File: src/mcr_params.svh
// register offsets, field positions, reset values and timing counts for the motor control register block
`ifndef MCR_PARAMS_SVH
`define MCR_PARAMS_SVH

`define MCR_ADDR_W 4
`define MCR_OFF_MAIN 4'h0
`define MCR_OFF_PHASE 4'h1
`define MCR_OFF_OUTMODE 4'h2
`define MCR_OFF_SAMPLING 4'h3
`define MCR_OFF_FILTER 4'h4
`define MCR_OFF_PREV 4'h5
`define MCR_OFF_CURR 4'h6
`define MCR_OFF_COMPARE 4'h7
`define MCR_OFF_WEIGHT 4'h8
`define MCR_OFF_EVENT 4'h9
`define MCR_OFF_STATUS 4'hA

`define MCR_MAIN_RESET 8'h00
`define MCR_BIT_GATE 7
`define MCR_BIT_CLKEN 6
`define MCR_BIT_SENSOR 5
`define MCR_BIT_DIRECT 4
`define MCR_BIT_REGMODE 3
`define MCR_BIT_AUTO 2
`define MCR_BIT_PZGUARD 1
`define MCR_BIT_OPERAND 0

`define MCR_BIT_OS0 0
`define MCR_BIT_OS1 1
`define MCR_BIT_OS2 2
`define MCR_BIT_HDM 5
`define MCR_BIT_SDM 4
`define MCR_BIT_FASTZ 0
`define MCR_BIT_ZKEEP 0

`define MCR_PWM_W 12
`define MCR_PWM_PERIOD 12'hFFF
`define MCR_SAMPLE_DIV 4'hF

`endif

File: src/mcr_pkg.sv
// types shared by the motor control register block
`include "mcr_params.svh"
package mcr_pkg;

    typedef struct packed {
        logic phase_output_gate;
        logic clk_enable;
        logic position_sensor_select;
        logic direct_access;
        logic regulation_mode_select;
        logic autocommutate_select;
        logic parasitic_zero_guard;
        logic multiplier_operand_select;
    } mcr_main_s;

    typedef struct packed {
        logic [`MCR_ADDR_W-1:0] addr;
        logic [7:0] wdata;
        logic wr;
        logic rd;
    } mcr_bus_s;

    typedef enum logic [1:0] {
        MCR_RST_HIZ = 2'b00,
        MCR_RST_HIGH = 2'b01,
        MCR_RST_LOW = 2'b10
    } mcr_rst_mode_e;

    typedef enum logic [1:0] {
        MCR_ST_C2D = 2'b00,
        MCR_ST_D2Z = 2'b01,
        MCR_ST_Z2C = 2'b10
    } mcr_step_e;

endpackage

File: src/mcr_main.sv
// main control register of the motor controller with output gating and multiplier load
`timescale 1ns/1ns
`default_nettype none
`include "mcr_params.svh"

// Overview of operation
// outputs held in reset state while gate bit 7 is zero
// each output reset state is hi-z, high or low from an option input
// clock bit 6 zero stops delay manager, sampling, PWM, events and preloads
// register writes work while internal clocks are off
// clocks off, outputs on, direct off: outputs freeze
// direct access: static levels without clocks, PWM allowed with clocks
// clocks stopped: PWM outputs high in voltage mode, low in current mode
// software should clear output gate before clearing clock enable
// PWM counter cleared while clocks off; enabling transfers update preloads
// bit 5 picks sensorless three intervals or sensor two intervals
// without direct access, preloads apply at next commutation event
// direct access: phase write drives outputs and makes commutation event
// bit 3 selects voltage or current regulation
// bit 2 selects switched or autoswitched; compare stays read-write
// bit 1 enables parasitic zero guard and ignores zero filter
// bit 0 picks previous or current capture as multiplier operand
// gate off, sensorless, slow sampling: keep bit decides zero sampling
// main control resets to zero
// autoswitched: each zero event loads compare with weight times capture over 256
// preloaded output mode and demag bits take effect at commutation
// a write updates all eight bits at once; reads return them
module mcr_main
    import mcr_pkg::*;
(
    input wire logic i_clk_sys,
    input wire logic i_reset_n,
    input wire logic [`MCR_ADDR_W-1:0] i_addr,
    input wire logic [7:0] i_wdata,
    input wire logic i_wr,
    input wire logic i_rd,
    output logic [7:0] o_rdata,
    input wire logic [11:0] i_rst_option,
    input wire logic i_zero_event,
    input wire logic i_comm_event,
    output logic [5:0] o_phase_out,
    output logic [5:0] o_phase_oe_n,
    output logic o_zero_sample_en,
    output logic o_demag_sample_en,
    output logic o_comm_pulse,
    output logic o_update_pulse,
    output logic o_zfilter_bypass
);

    // ------------------------------------------------------------
    // bus decode
    // ------------------------------------------------------------
    mcr_bus_s bus;
    assign bus = '{addr: i_addr, wdata: i_wdata, wr: i_wr, rd: i_rd};

    wire logic wr_main = bus.wr && (bus.addr == `MCR_OFF_MAIN);
    wire logic wr_phase = bus.wr && (bus.addr == `MCR_OFF_PHASE);
    wire logic wr_mode = bus.wr && (bus.addr == `MCR_OFF_OUTMODE);
    wire logic wr_samp = bus.wr && (bus.addr == `MCR_OFF_SAMPLING);
    wire logic wr_filt = bus.wr && (bus.addr == `MCR_OFF_FILTER);
    wire logic wr_prev = bus.wr && (bus.addr == `MCR_OFF_PREV);
    wire logic wr_curr = bus.wr && (bus.addr == `MCR_OFF_CURR);
    wire logic wr_comp = bus.wr && (bus.addr == `MCR_OFF_COMPARE);
    wire logic wr_wght = bus.wr && (bus.addr == `MCR_OFF_WEIGHT);
    wire logic wr_evt = bus.wr && (bus.addr == `MCR_OFF_EVENT);

    // ------------------------------------------------------------
    // registers
    // ------------------------------------------------------------
    mcr_main_s main_reg;
    logic [7:0] phase_pre_reg;
    logic [7:0] phase_act_reg;
    logic [7:0] mode_pre_reg;
    logic [7:0] mode_act_reg;
    logic [7:0] samp_reg;
    logic [3:0] filt_reg;
    logic [7:0] prev_reg;
    logic [7:0] curr_reg;
    logic [7:0] comp_reg;
    logic [7:0] wght_reg;
    logic [7:0] evt_reg;
    logic [11:0] pwm_cnt_reg;
    logic [11:0] duty_pre_reg;
    logic [11:0] duty_act_reg;
    logic [3:0] samp_div_reg;
    logic clken_d_reg;
    logic [1:0] step_reg;
    logic [1:0] zev_sync_reg;
    logic [1:0] cev_sync_reg;
    logic zev_d_reg;
    logic cev_d_reg;
    logic [5:0] out_reg;
    logic [5:0] oe_n_reg;
    logic [7:0] rdata_reg;
    logic zs_reg;
    logic ds_reg;
    logic comm_reg;
    logic upd_reg;
    logic zbyp_reg;

    // scaled product, weight times capture over 256
    function automatic logic [7:0] mcr_scale(input logic [7:0] w, input logic [7:0] z);
        logic [15:0] p;
        p = 16'(w) * 16'(z);
        return p[15:8];
    endfunction

    // ------------------------------------------------------------
    // event detection and derived controls
    // ------------------------------------------------------------
    wire logic clk_on = main_reg.clk_enable;
    wire logic zev_edge = zev_sync_reg[1] && !zev_d_reg;
    wire logic cev_edge = cev_sync_reg[1] && !cev_d_reg;
    wire logic zero_evt = clk_on && zev_edge;
    wire logic direct_comm = main_reg.direct_access && wr_phase;
    wire logic comm_evt = (clk_on && cev_edge && !main_reg.direct_access) || direct_comm;
    wire logic enable_rise = clk_on && !clken_d_reg;
    wire logic pwm_wrap = clk_on && (pwm_cnt_reg == `MCR_PWM_PERIOD);
    wire logic update_evt = enable_rise || pwm_wrap;
    wire logic pwm_level = clk_on && (pwm_cnt_reg < duty_act_reg);
    wire logic samp_tick = clk_on && (samp_div_reg == `MCR_SAMPLE_DIV);
    wire logic [7:0] operand = main_reg.multiplier_operand_select ? curr_reg : prev_reg;
    wire logic [7:0] comp_auto = mcr_scale(wght_reg, operand);

    // ------------------------------------------------------------
    // phase drive selection
    // ------------------------------------------------------------
    // pwm side: sensor mode skips the middle interval, direct uses bit zero only
    logic pwm_on_low;
    always_comb begin
        if (main_reg.direct_access) begin
            pwm_on_low = mode_act_reg[`MCR_BIT_OS0];
        end else begin
            case (step_reg)
                MCR_ST_C2D: pwm_on_low = mode_act_reg[`MCR_BIT_OS2];
                MCR_ST_D2Z: pwm_on_low = mode_act_reg[`MCR_BIT_OS1];
                MCR_ST_Z2C: pwm_on_low = mode_act_reg[`MCR_BIT_OS0];
                default: pwm_on_low = 1'b0;
            endcase
        end
    end

    // phase bits: even index high side, odd index low side
    logic [5:0] drive_val;
    always_comb begin
        for (int i = 0; i < 6; i++) begin
            if (!phase_act_reg[i]) begin
                drive_val[i] = 1'b0;
            end else if ((i % 2 == 1) != pwm_on_low) begin
                drive_val[i] = 1'b1;
            end else if (clk_on) begin
                drive_val[i] = pwm_level;
            end else if (main_reg.direct_access) begin
                drive_val[i] = 1'b1;
            end else begin
                drive_val[i] = !main_reg.regulation_mode_select;
            end
        end
    end

    // ------------------------------------------------------------
    // output gating and reset state
    // ------------------------------------------------------------
    logic [5:0] out_next;
    logic [5:0] oe_n_next;
    always_comb begin
        for (int i = 0; i < 6; i++) begin
            if (!main_reg.phase_output_gate) begin
                case (mcr_rst_mode_e'(i_rst_option[2*i +: 2]))
                    MCR_RST_HIGH: begin
                        out_next[i] = 1'b1;
                        oe_n_next[i] = 1'b0;
                    end
                    MCR_RST_LOW: begin
                        out_next[i] = 1'b0;
                        oe_n_next[i] = 1'b0;
                    end
                    default: begin
                        out_next[i] = 1'b0;
                        oe_n_next[i] = 1'b1;
                    end
                endcase
            end else if (!clk_on && !main_reg.direct_access) begin
                // frozen: events and preloads stop, pwm sides settle per mode
                out_next[i] = drive_val[i];
                oe_n_next[i] = 1'b0;
            end else begin
                out_next[i] = drive_val[i];
                oe_n_next[i] = 1'b0;
            end
        end
    end

    // ------------------------------------------------------------
    // zero sampling and read data
    // ------------------------------------------------------------
    // zero sampling: with gate off in sensorless slow sampling, keep bit decides
    wire logic z_keep = samp_reg[`MCR_BIT_ZKEEP];
    wire logic fast_z = evt_reg[`MCR_BIT_FASTZ];
    wire logic z_sample_gate = (!main_reg.phase_output_gate && !main_reg.position_sensor_select
        && !fast_z) ? z_keep : 1'b1;

    logic [7:0] rdata_next;
    always_comb begin
        case (bus.addr)
            `MCR_OFF_MAIN: rdata_next = main_reg;
            `MCR_OFF_PHASE: rdata_next = phase_pre_reg;
            `MCR_OFF_OUTMODE: rdata_next = mode_pre_reg;
            `MCR_OFF_SAMPLING: rdata_next = samp_reg;
            `MCR_OFF_FILTER: rdata_next = {4'h0, filt_reg};
            `MCR_OFF_PREV: rdata_next = prev_reg;
            `MCR_OFF_CURR: rdata_next = curr_reg;
            `MCR_OFF_COMPARE: rdata_next = comp_reg;
            `MCR_OFF_WEIGHT: rdata_next = wght_reg;
            `MCR_OFF_EVENT: rdata_next = evt_reg;
            `MCR_OFF_STATUS: rdata_next = {4'h0, pwm_on_low, step_reg, clk_on};
            default: rdata_next = 8'h00;
        endcase
    end

    // ------------------------------------------------------------
    // sequential logic
    // ------------------------------------------------------------
    always_ff @(posedge i_clk_sys or negedge i_reset_n) begin
        if (!i_reset_n) begin
            main_reg <= `MCR_MAIN_RESET;
            phase_pre_reg <= 8'h00;
            mode_pre_reg <= 8'h00;
            samp_reg <= 8'h00;
            filt_reg <= 4'h0;
            wght_reg <= 8'h00;
            evt_reg <= 8'h00;
            prev_reg <= 8'h00;
            curr_reg <= 8'h00;
        end else begin
            if (wr_main) main_reg <= bus.wdata;
            if (wr_phase) phase_pre_reg <= bus.wdata;
            if (wr_mode) mode_pre_reg <= bus.wdata;
            if (wr_samp) samp_reg <= bus.wdata;
            if (wr_filt) filt_reg <= bus.wdata[3:0];
            if (wr_wght) wght_reg <= bus.wdata;
            if (wr_evt) evt_reg <= bus.wdata;
            if (zero_evt) begin
                prev_reg <= curr_reg;
            end else if (wr_prev) begin
                prev_reg <= bus.wdata;
            end
            if (wr_curr) curr_reg <= bus.wdata;
        end
    end

    // ------------------------------------------------------------
    // multiplier load
    // ------------------------------------------------------------
    always_ff @(posedge i_clk_sys or negedge i_reset_n) begin
        if (!i_reset_n) begin
            comp_reg <= 8'h00;
        end else if (zero_evt && main_reg.autocommutate_select) begin
            comp_reg <= comp_auto;
        end else if (wr_comp) begin
            comp_reg <= bus.wdata;
        end
    end

    always_ff @(posedge i_clk_sys or negedge i_reset_n) begin
        if (!i_reset_n) begin
            phase_act_reg <= 8'h00;
            mode_act_reg <= 8'h00;
        end else if (comm_evt) begin
            phase_act_reg <= wr_phase ? bus.wdata : phase_pre_reg;
            mode_act_reg <= mode_pre_reg;
        end else if (update_evt) begin
            mode_act_reg[1:0] <= mode_pre_reg[1:0];
        end
    end

    always_ff @(posedge i_clk_sys or negedge i_reset_n) begin
        if (!i_reset_n) begin
            pwm_cnt_reg <= 12'h000;
            duty_pre_reg <= 12'h000;
            duty_act_reg <= 12'h000;
            samp_div_reg <= 4'h0;
            clken_d_reg <= 1'b0;
        end else begin
            clken_d_reg <= clk_on;
            pwm_cnt_reg <= clk_on ? pwm_cnt_reg + 12'h001 : 12'h000;
            samp_div_reg <= clk_on ? samp_div_reg + 4'h1 : 4'h0;
            if (wr_samp) duty_pre_reg <= {bus.wdata, 4'h0};
            if (update_evt) duty_act_reg <= duty_pre_reg;
        end
    end

    always_ff @(posedge i_clk_sys or negedge i_reset_n) begin
        if (!i_reset_n) begin
            step_reg <= MCR_ST_C2D;
        end else if (comm_evt) begin
            step_reg <= MCR_ST_C2D;
        end else if (zero_evt) begin
            step_reg <= MCR_ST_Z2C;
        end else if (samp_tick && step_reg == MCR_ST_C2D && !main_reg.position_sensor_select) begin
            step_reg <= MCR_ST_D2Z;
        end
    end

    always_ff @(posedge i_clk_sys or negedge i_reset_n) begin
        if (!i_reset_n) begin
            zev_sync_reg <= 2'b00;
            cev_sync_reg <= 2'b00;
            zev_d_reg <= 1'b0;
            cev_d_reg <= 1'b0;
        end else begin
            zev_sync_reg <= {zev_sync_reg[0], i_zero_event};
            cev_sync_reg <= {cev_sync_reg[0], i_comm_event};
            zev_d_reg <= zev_sync_reg[1];
            cev_d_reg <= cev_sync_reg[1];
        end
    end

    always_ff @(posedge i_clk_sys or negedge i_reset_n) begin
        if (!i_reset_n) begin
            out_reg <= 6'h00;
            oe_n_reg <= 6'h3F;
            rdata_reg <= 8'h00;
            zs_reg <= 1'b0;
            ds_reg <= 1'b0;
            comm_reg <= 1'b0;
            upd_reg <= 1'b0;
            zbyp_reg <= 1'b0;
        end else begin
            out_reg <= out_next;
            oe_n_reg <= oe_n_next;
            rdata_reg <= bus.rd ? rdata_next : 8'h00;
            zs_reg <= samp_tick && z_sample_gate;
            ds_reg <= samp_tick && (mode_act_reg[`MCR_BIT_HDM] || mode_act_reg[`MCR_BIT_SDM]);
            comm_reg <= comm_evt;
            upd_reg <= update_evt;
            zbyp_reg <= main_reg.parasitic_zero_guard;
        end
    end

    // ------------------------------------------------------------
    // outputs
    // ------------------------------------------------------------
    assign o_rdata = rdata_reg;
    assign o_phase_out = out_reg;
    assign o_phase_oe_n = oe_n_reg;
    assign o_zero_sample_en = zs_reg;
    assign o_demag_sample_en = ds_reg;
    assign o_comm_pulse = comm_reg;
    assign o_update_pulse = upd_reg;
    assign o_zfilter_bypass = zbyp_reg;

endmodule
`default_nettype wire

File: config.mk
export PLATFORM = sky130hd
export DESIGN_NAME = mcr_main
export DESIGN_NICKNAME = d
export VERILOG_FILES = /design/src/mcr_pkg.sv /design/src/mcr_main.sv
export VERILOG_INCLUDE_DIRS = /design/src /design/src/src
export SDC_FILE = /design/constraint.sdc
export NUM_CORES = 1
export LEC_CHECK = 0
export BUFFER_PORTS_ARGS = -buffer_cell sky130_fd_sc_hd__buf_2
export CORE_MARGIN = 2
export CORE_UTILIZATION = 28
export DETAILED_ROUTE_END_ITERATION = 10
export PLACE_DENSITY = 0.42
export SLEW_MARGIN = 10
export SYNTH_ARGS = -nofsm -noshare
export SYNTH_HDL_FRONTEND = slang
export SYNTH_SLANG_ARGS = --single-unit
File: constraint.sdc
create_clock -name i_clk_sys -period 7.75 [get_ports i_clk_sys]
set_clock_uncertainty 0.1 [all_clocks]
set_input_delay 1.1625 -clock i_clk_sys [delete_from_list [all_inputs] [get_ports i_clk_sys]]
set_output_delay 1.1625 -clock i_clk_sys [all_outputs]
set_load 0.05 [all_outputs]
==> results.json <==
{
  "outcome": "finished clean",
  "slew_violations": 0,
  "postCtsHoldBufs": 0,
  "io-pin-count": 55,
  "power_density_nw_per_um2": 443,
  "synth_compound_area_share_pct": 8.76,
  "die_h_um": 181,
  "grt_pass1_wl_mm": 39.2,
  "syn_to_final_growth_pct": 14.1,
  "routed_wirelength_mm": 24.8,
  "arrival_ns": 5.50,
  "rsz0062_at_grt": "false",
  "whs_path_depth": 0,
  "ant_nets": 0,
  "viasPerCell": 4.84,
  "cp.required_ns": 7.93,
  "drtIter0Drc": 361,
  "path_buf_inv": 1,
  "cp_slowest_cell": "dfrtp_1",
  "cts_buffers": 17,
  "core-area_sq_um": 30700,
  "clk_latency_ns": 0.44,
  "routabilityCongestion": 0.831,
  "worstMarginPinSlew_ns": 1.05,
  "synthSimpleGateAreaFrac_pct": 13.5,
  "seqCellArea_sq_um": 3640,
  "rows": 64,
  "multi_input_area_sq_um": 4730,
  "antenna_found_initial": 0,
  "place_hpwl_mm": 17.7,
  "path_class": "register to register",
  "async_reset_ff_share_pct": 100,
  "synthAdderAreaFrac_pct": 14.8,
  "cts_root_buf": "clkbuf_16",
  "drtPass1Iterations": 5,
  "slew_headroom_pct": 29.9,
  "htree_levels": 4,
  "cts_sinks": 145,
  "overflow": 0,
  "synth.ff_latch_count": 145,
  "ff2ff_path_depth": 14,
  "maxCapViolCount": 0,
  "dieArea_sq_um": 32800,
  "ys.flop_type": "dfrtp_1",
  "setup_viol": 0,
  "portBuffers": 54,
  "r2r_end": "comp_reg[6]",
  "finalCritPeriodShare_pct": 68.6,
  "cts_resized": 0,
  "cts_setup_buffers": 0,
  "peakVddDrop_v": 0.000418,
  "synth_cells": 805,
  "fin_crit_ns": 5.32,
  "finalHoldViolCount": 0,
  "preCtsSetupSlack_ns": 2.40,
  "end_kind": "register",
  "synth_top_family_by_area": "multiplexers",
  "startpoint_type": "register",
  "drc": 0,
  "crit_fanout": 10,
  "wire_per_inst_um": 19.8,
  "r2r_start": "main_reg[0]",
  "largest_reg_flops": 12,
  "grt_max_degree": 81,
  "grt_usage_pct": 15.9,
  "synth-edff-count": 0,
  "antennaDiodeCount": 0,
  "cts_buffer_depth": 2,
  "synth_mux_area_share_pct": 15.0,
  "fillCellCount": 3155,
  "crit_top_cell": "fa_1",
  "num_vias": 6061,
  "layout-drive-gt1-share_pct": 22.3,
  "synth_cell_types": 61,
  "synth_xor_area_share_pct": 1.80,
  "r2r_slack_ns": 2.43,
  "leakage_nw": 4.65,
  "min_path_type": "register to register",
  "worstPathCellList": "mux2i_1 > nand2b_1 > fa_1 > fa_1 > inv_1 > fa_1 > fa_1 > ha_1 > a21oi_1 > o211ai_1 > a21o_1 > a31oi_1 > xor2_1 > a21oi_1",
  "die_w_um": 181,
  "worst_slack_ns": 2.43,
  "clkSlewWorstSetupHoldPaths_ns": 0.07,
  "synth.yosys.seq_area_share_pct": 41.5,
  "grt_pass1_vias": 6260,
  "syn_nets": 918,
  "nNetsFinal": 955,
  "syn_area_sq_um": 8770,
  "yosysWarnings": 0,
  "hold_start": "zev_sync_reg[0]",
  "fmax_ghz": 0.188,
  "start_util_pct": 28.5,
  "postSynthAreaPerCell_sq_um": 10.9,
  "tns_ns": 0,
  "hold_end": "zev_sync_reg[1]",
  "critPathMaxStageDelay_ns": 0.69,
  "cts_tree": "yes",
  "critPathTopFamily": "adder cells"
}
-- how the worst max path moves through the flow --
stage,from,endpoint,slack (ns),cells after the start
after floorplan,main_reg[0],comp_reg[7],3.03,16
after global placement,main_reg[0],comp_reg[6],2.56,14
after detailed placement,main_reg[0],comp_reg[6],2.40,14
after CTS,main_reg[0],comp_reg[6],2.40,14
after global routing,main_reg[0],comp_reg[6],2.10,14
final,main_reg[0],comp_reg[6],2.43,14
-- worst reg2reg max path: stages (launching register included) --
cell and delay, ns:
dfrtp_1 0.69, mux2i_1 0.67, nand2b_1 0.22, fa_1 0.44, fa_1 0.49, inv_1 0.05
fa_1 0.50, fa_1 0.49, ha_1 0.42, a21oi_1 0.29, o211ai_1 0.18, a21o_1 0.20
a31oi_1 0.17, xor2_1 0.18, a21oi_1 0.08
-- synth_stat cells (2+ instances only) --
cell type | n | share of area (%)
inv_1 | 57 | 2.4
a22o_1 | 5 | 0.50
nor3_1 | 3 | 0.17
dfrtp_1 | 139 | 40
a32oi_1 | 7 | 0.70
nor2b_1 | 39 | 2.8
o2bb2ai_1 | 2 | 0.20
nand4_1 | 5 | 0.36
nor4_1 | 3 | 0.21
a21boi_0 | 2 | 0.17
nand3_1 | 20 | 1.1
or3_1 | 3 | 0.21
mux2i_1 | 33 | 3.8
and2_1 | 31 | 2.2
nand2b_1 | 8 | 0.57
nand3b_1 | 3 | 0.26
a31oi_1 | 8 | 0.57
a21oi_1 | 35 | 2.0
clkbuf_1 | 22 | 0.94
and2b_1 | 10 | 0.86
fa_1 | 35 | 8.0
buf_1 | 2 | 0.086
nand2_1 | 45 | 1.9
and3_1 | 6 | 0.43
o21a_1 | 2 | 0.17
o21ai_0 | 27 | 1.5
ha_1 | 48 | 6.8
dfstp_2 | 6 | 1.8
mux2_2 | 84 | 11
a22oi_1 | 7 | 0.60
a21o_1 | 7 | 0.60
nor2_1 | 37 | 1.6
xor2_1 | 8 | 0.80
nor2_2 | 2 | 0.14
xnor2_1 | 10 | 1.0
clkbuf_2 | 3 | 0.17
buf_2 | 13 | 0.74
o211ai_1 | 5 | 0.43
-- report_power, final --
group	leakage, nW	switching [W]	internal (W)
combinational	2.56	0.00146	0.000982
clock	0.286	0.000339	0.000516
sequential	1.80	0.000187	0.000953
total	4.65	0.00198	0.00245
-- logic make-up (layout without fill, tap and decap cells) --
group | Yosys count | after routing
and+or+nand+nor | 221 | 221
DFF | 145 | 145
adders and majority gates | 83 | 83
xor gates and xnor gates | 18 | 18
AOI/OAI and AO/OA | 119 | 119
buffers and inverters | 100 | 150
muxes | 119 | 119
-- metal layers --
layer  up-vias  GRT usage, %  routed length, um
li1       2840             -                  -
met1      3089          22.8              12200
met2       117          25.1              11500
met3        15          2.76                891
met4         0          3.32                186
met5         -             0                  0
-- placed cells by master (no fill, tap or decap), types with 27 or more instances in the layout --
master	count
mux2i_1	33
fa_1	35
inv_1	57
o21ai_0	27
nand2_1	45
and2_1	31
dfrtp_1	139
buf_2	53
a21oi_1	35
nor2b_1	39
ha_1	48
mux2_2	84
nor2_1	37
-- per-stage QoR --
stage / hold slack, ns / utilization (%) / instances / area (sq um) / total power [W]
2_1_floorplan: 0.231 / - / 805 / 8770 / 0.00292
3_3_place_gp: 0.234 / 30.6 / 1219 / 9400 / 0.00362
3_5_place_dp: 0.237 / 30.6 / 1219 / 9400 / 0.00362
4_1_cts: 0.252 / 32.5 / 1251 / 10000 / 0.00450
5_1_grt: 0.268 / 32.5 / 1251 / 10000 / 0.00485
6_report: 0.249 / 32.5 / 1251 / 10000 / 0.00444
-- cell type report --
type	instances	area share [%]
clock buffers	20	4.46
clock inverters	12	1.61
inverters	58	2.18
multi-input cells	560	47.2
flip-flops and latches	145	36.3
well taps	396	4.95
repair buffers	60	3.21
No activity file was read; power rests on OpenSTA's default activity.
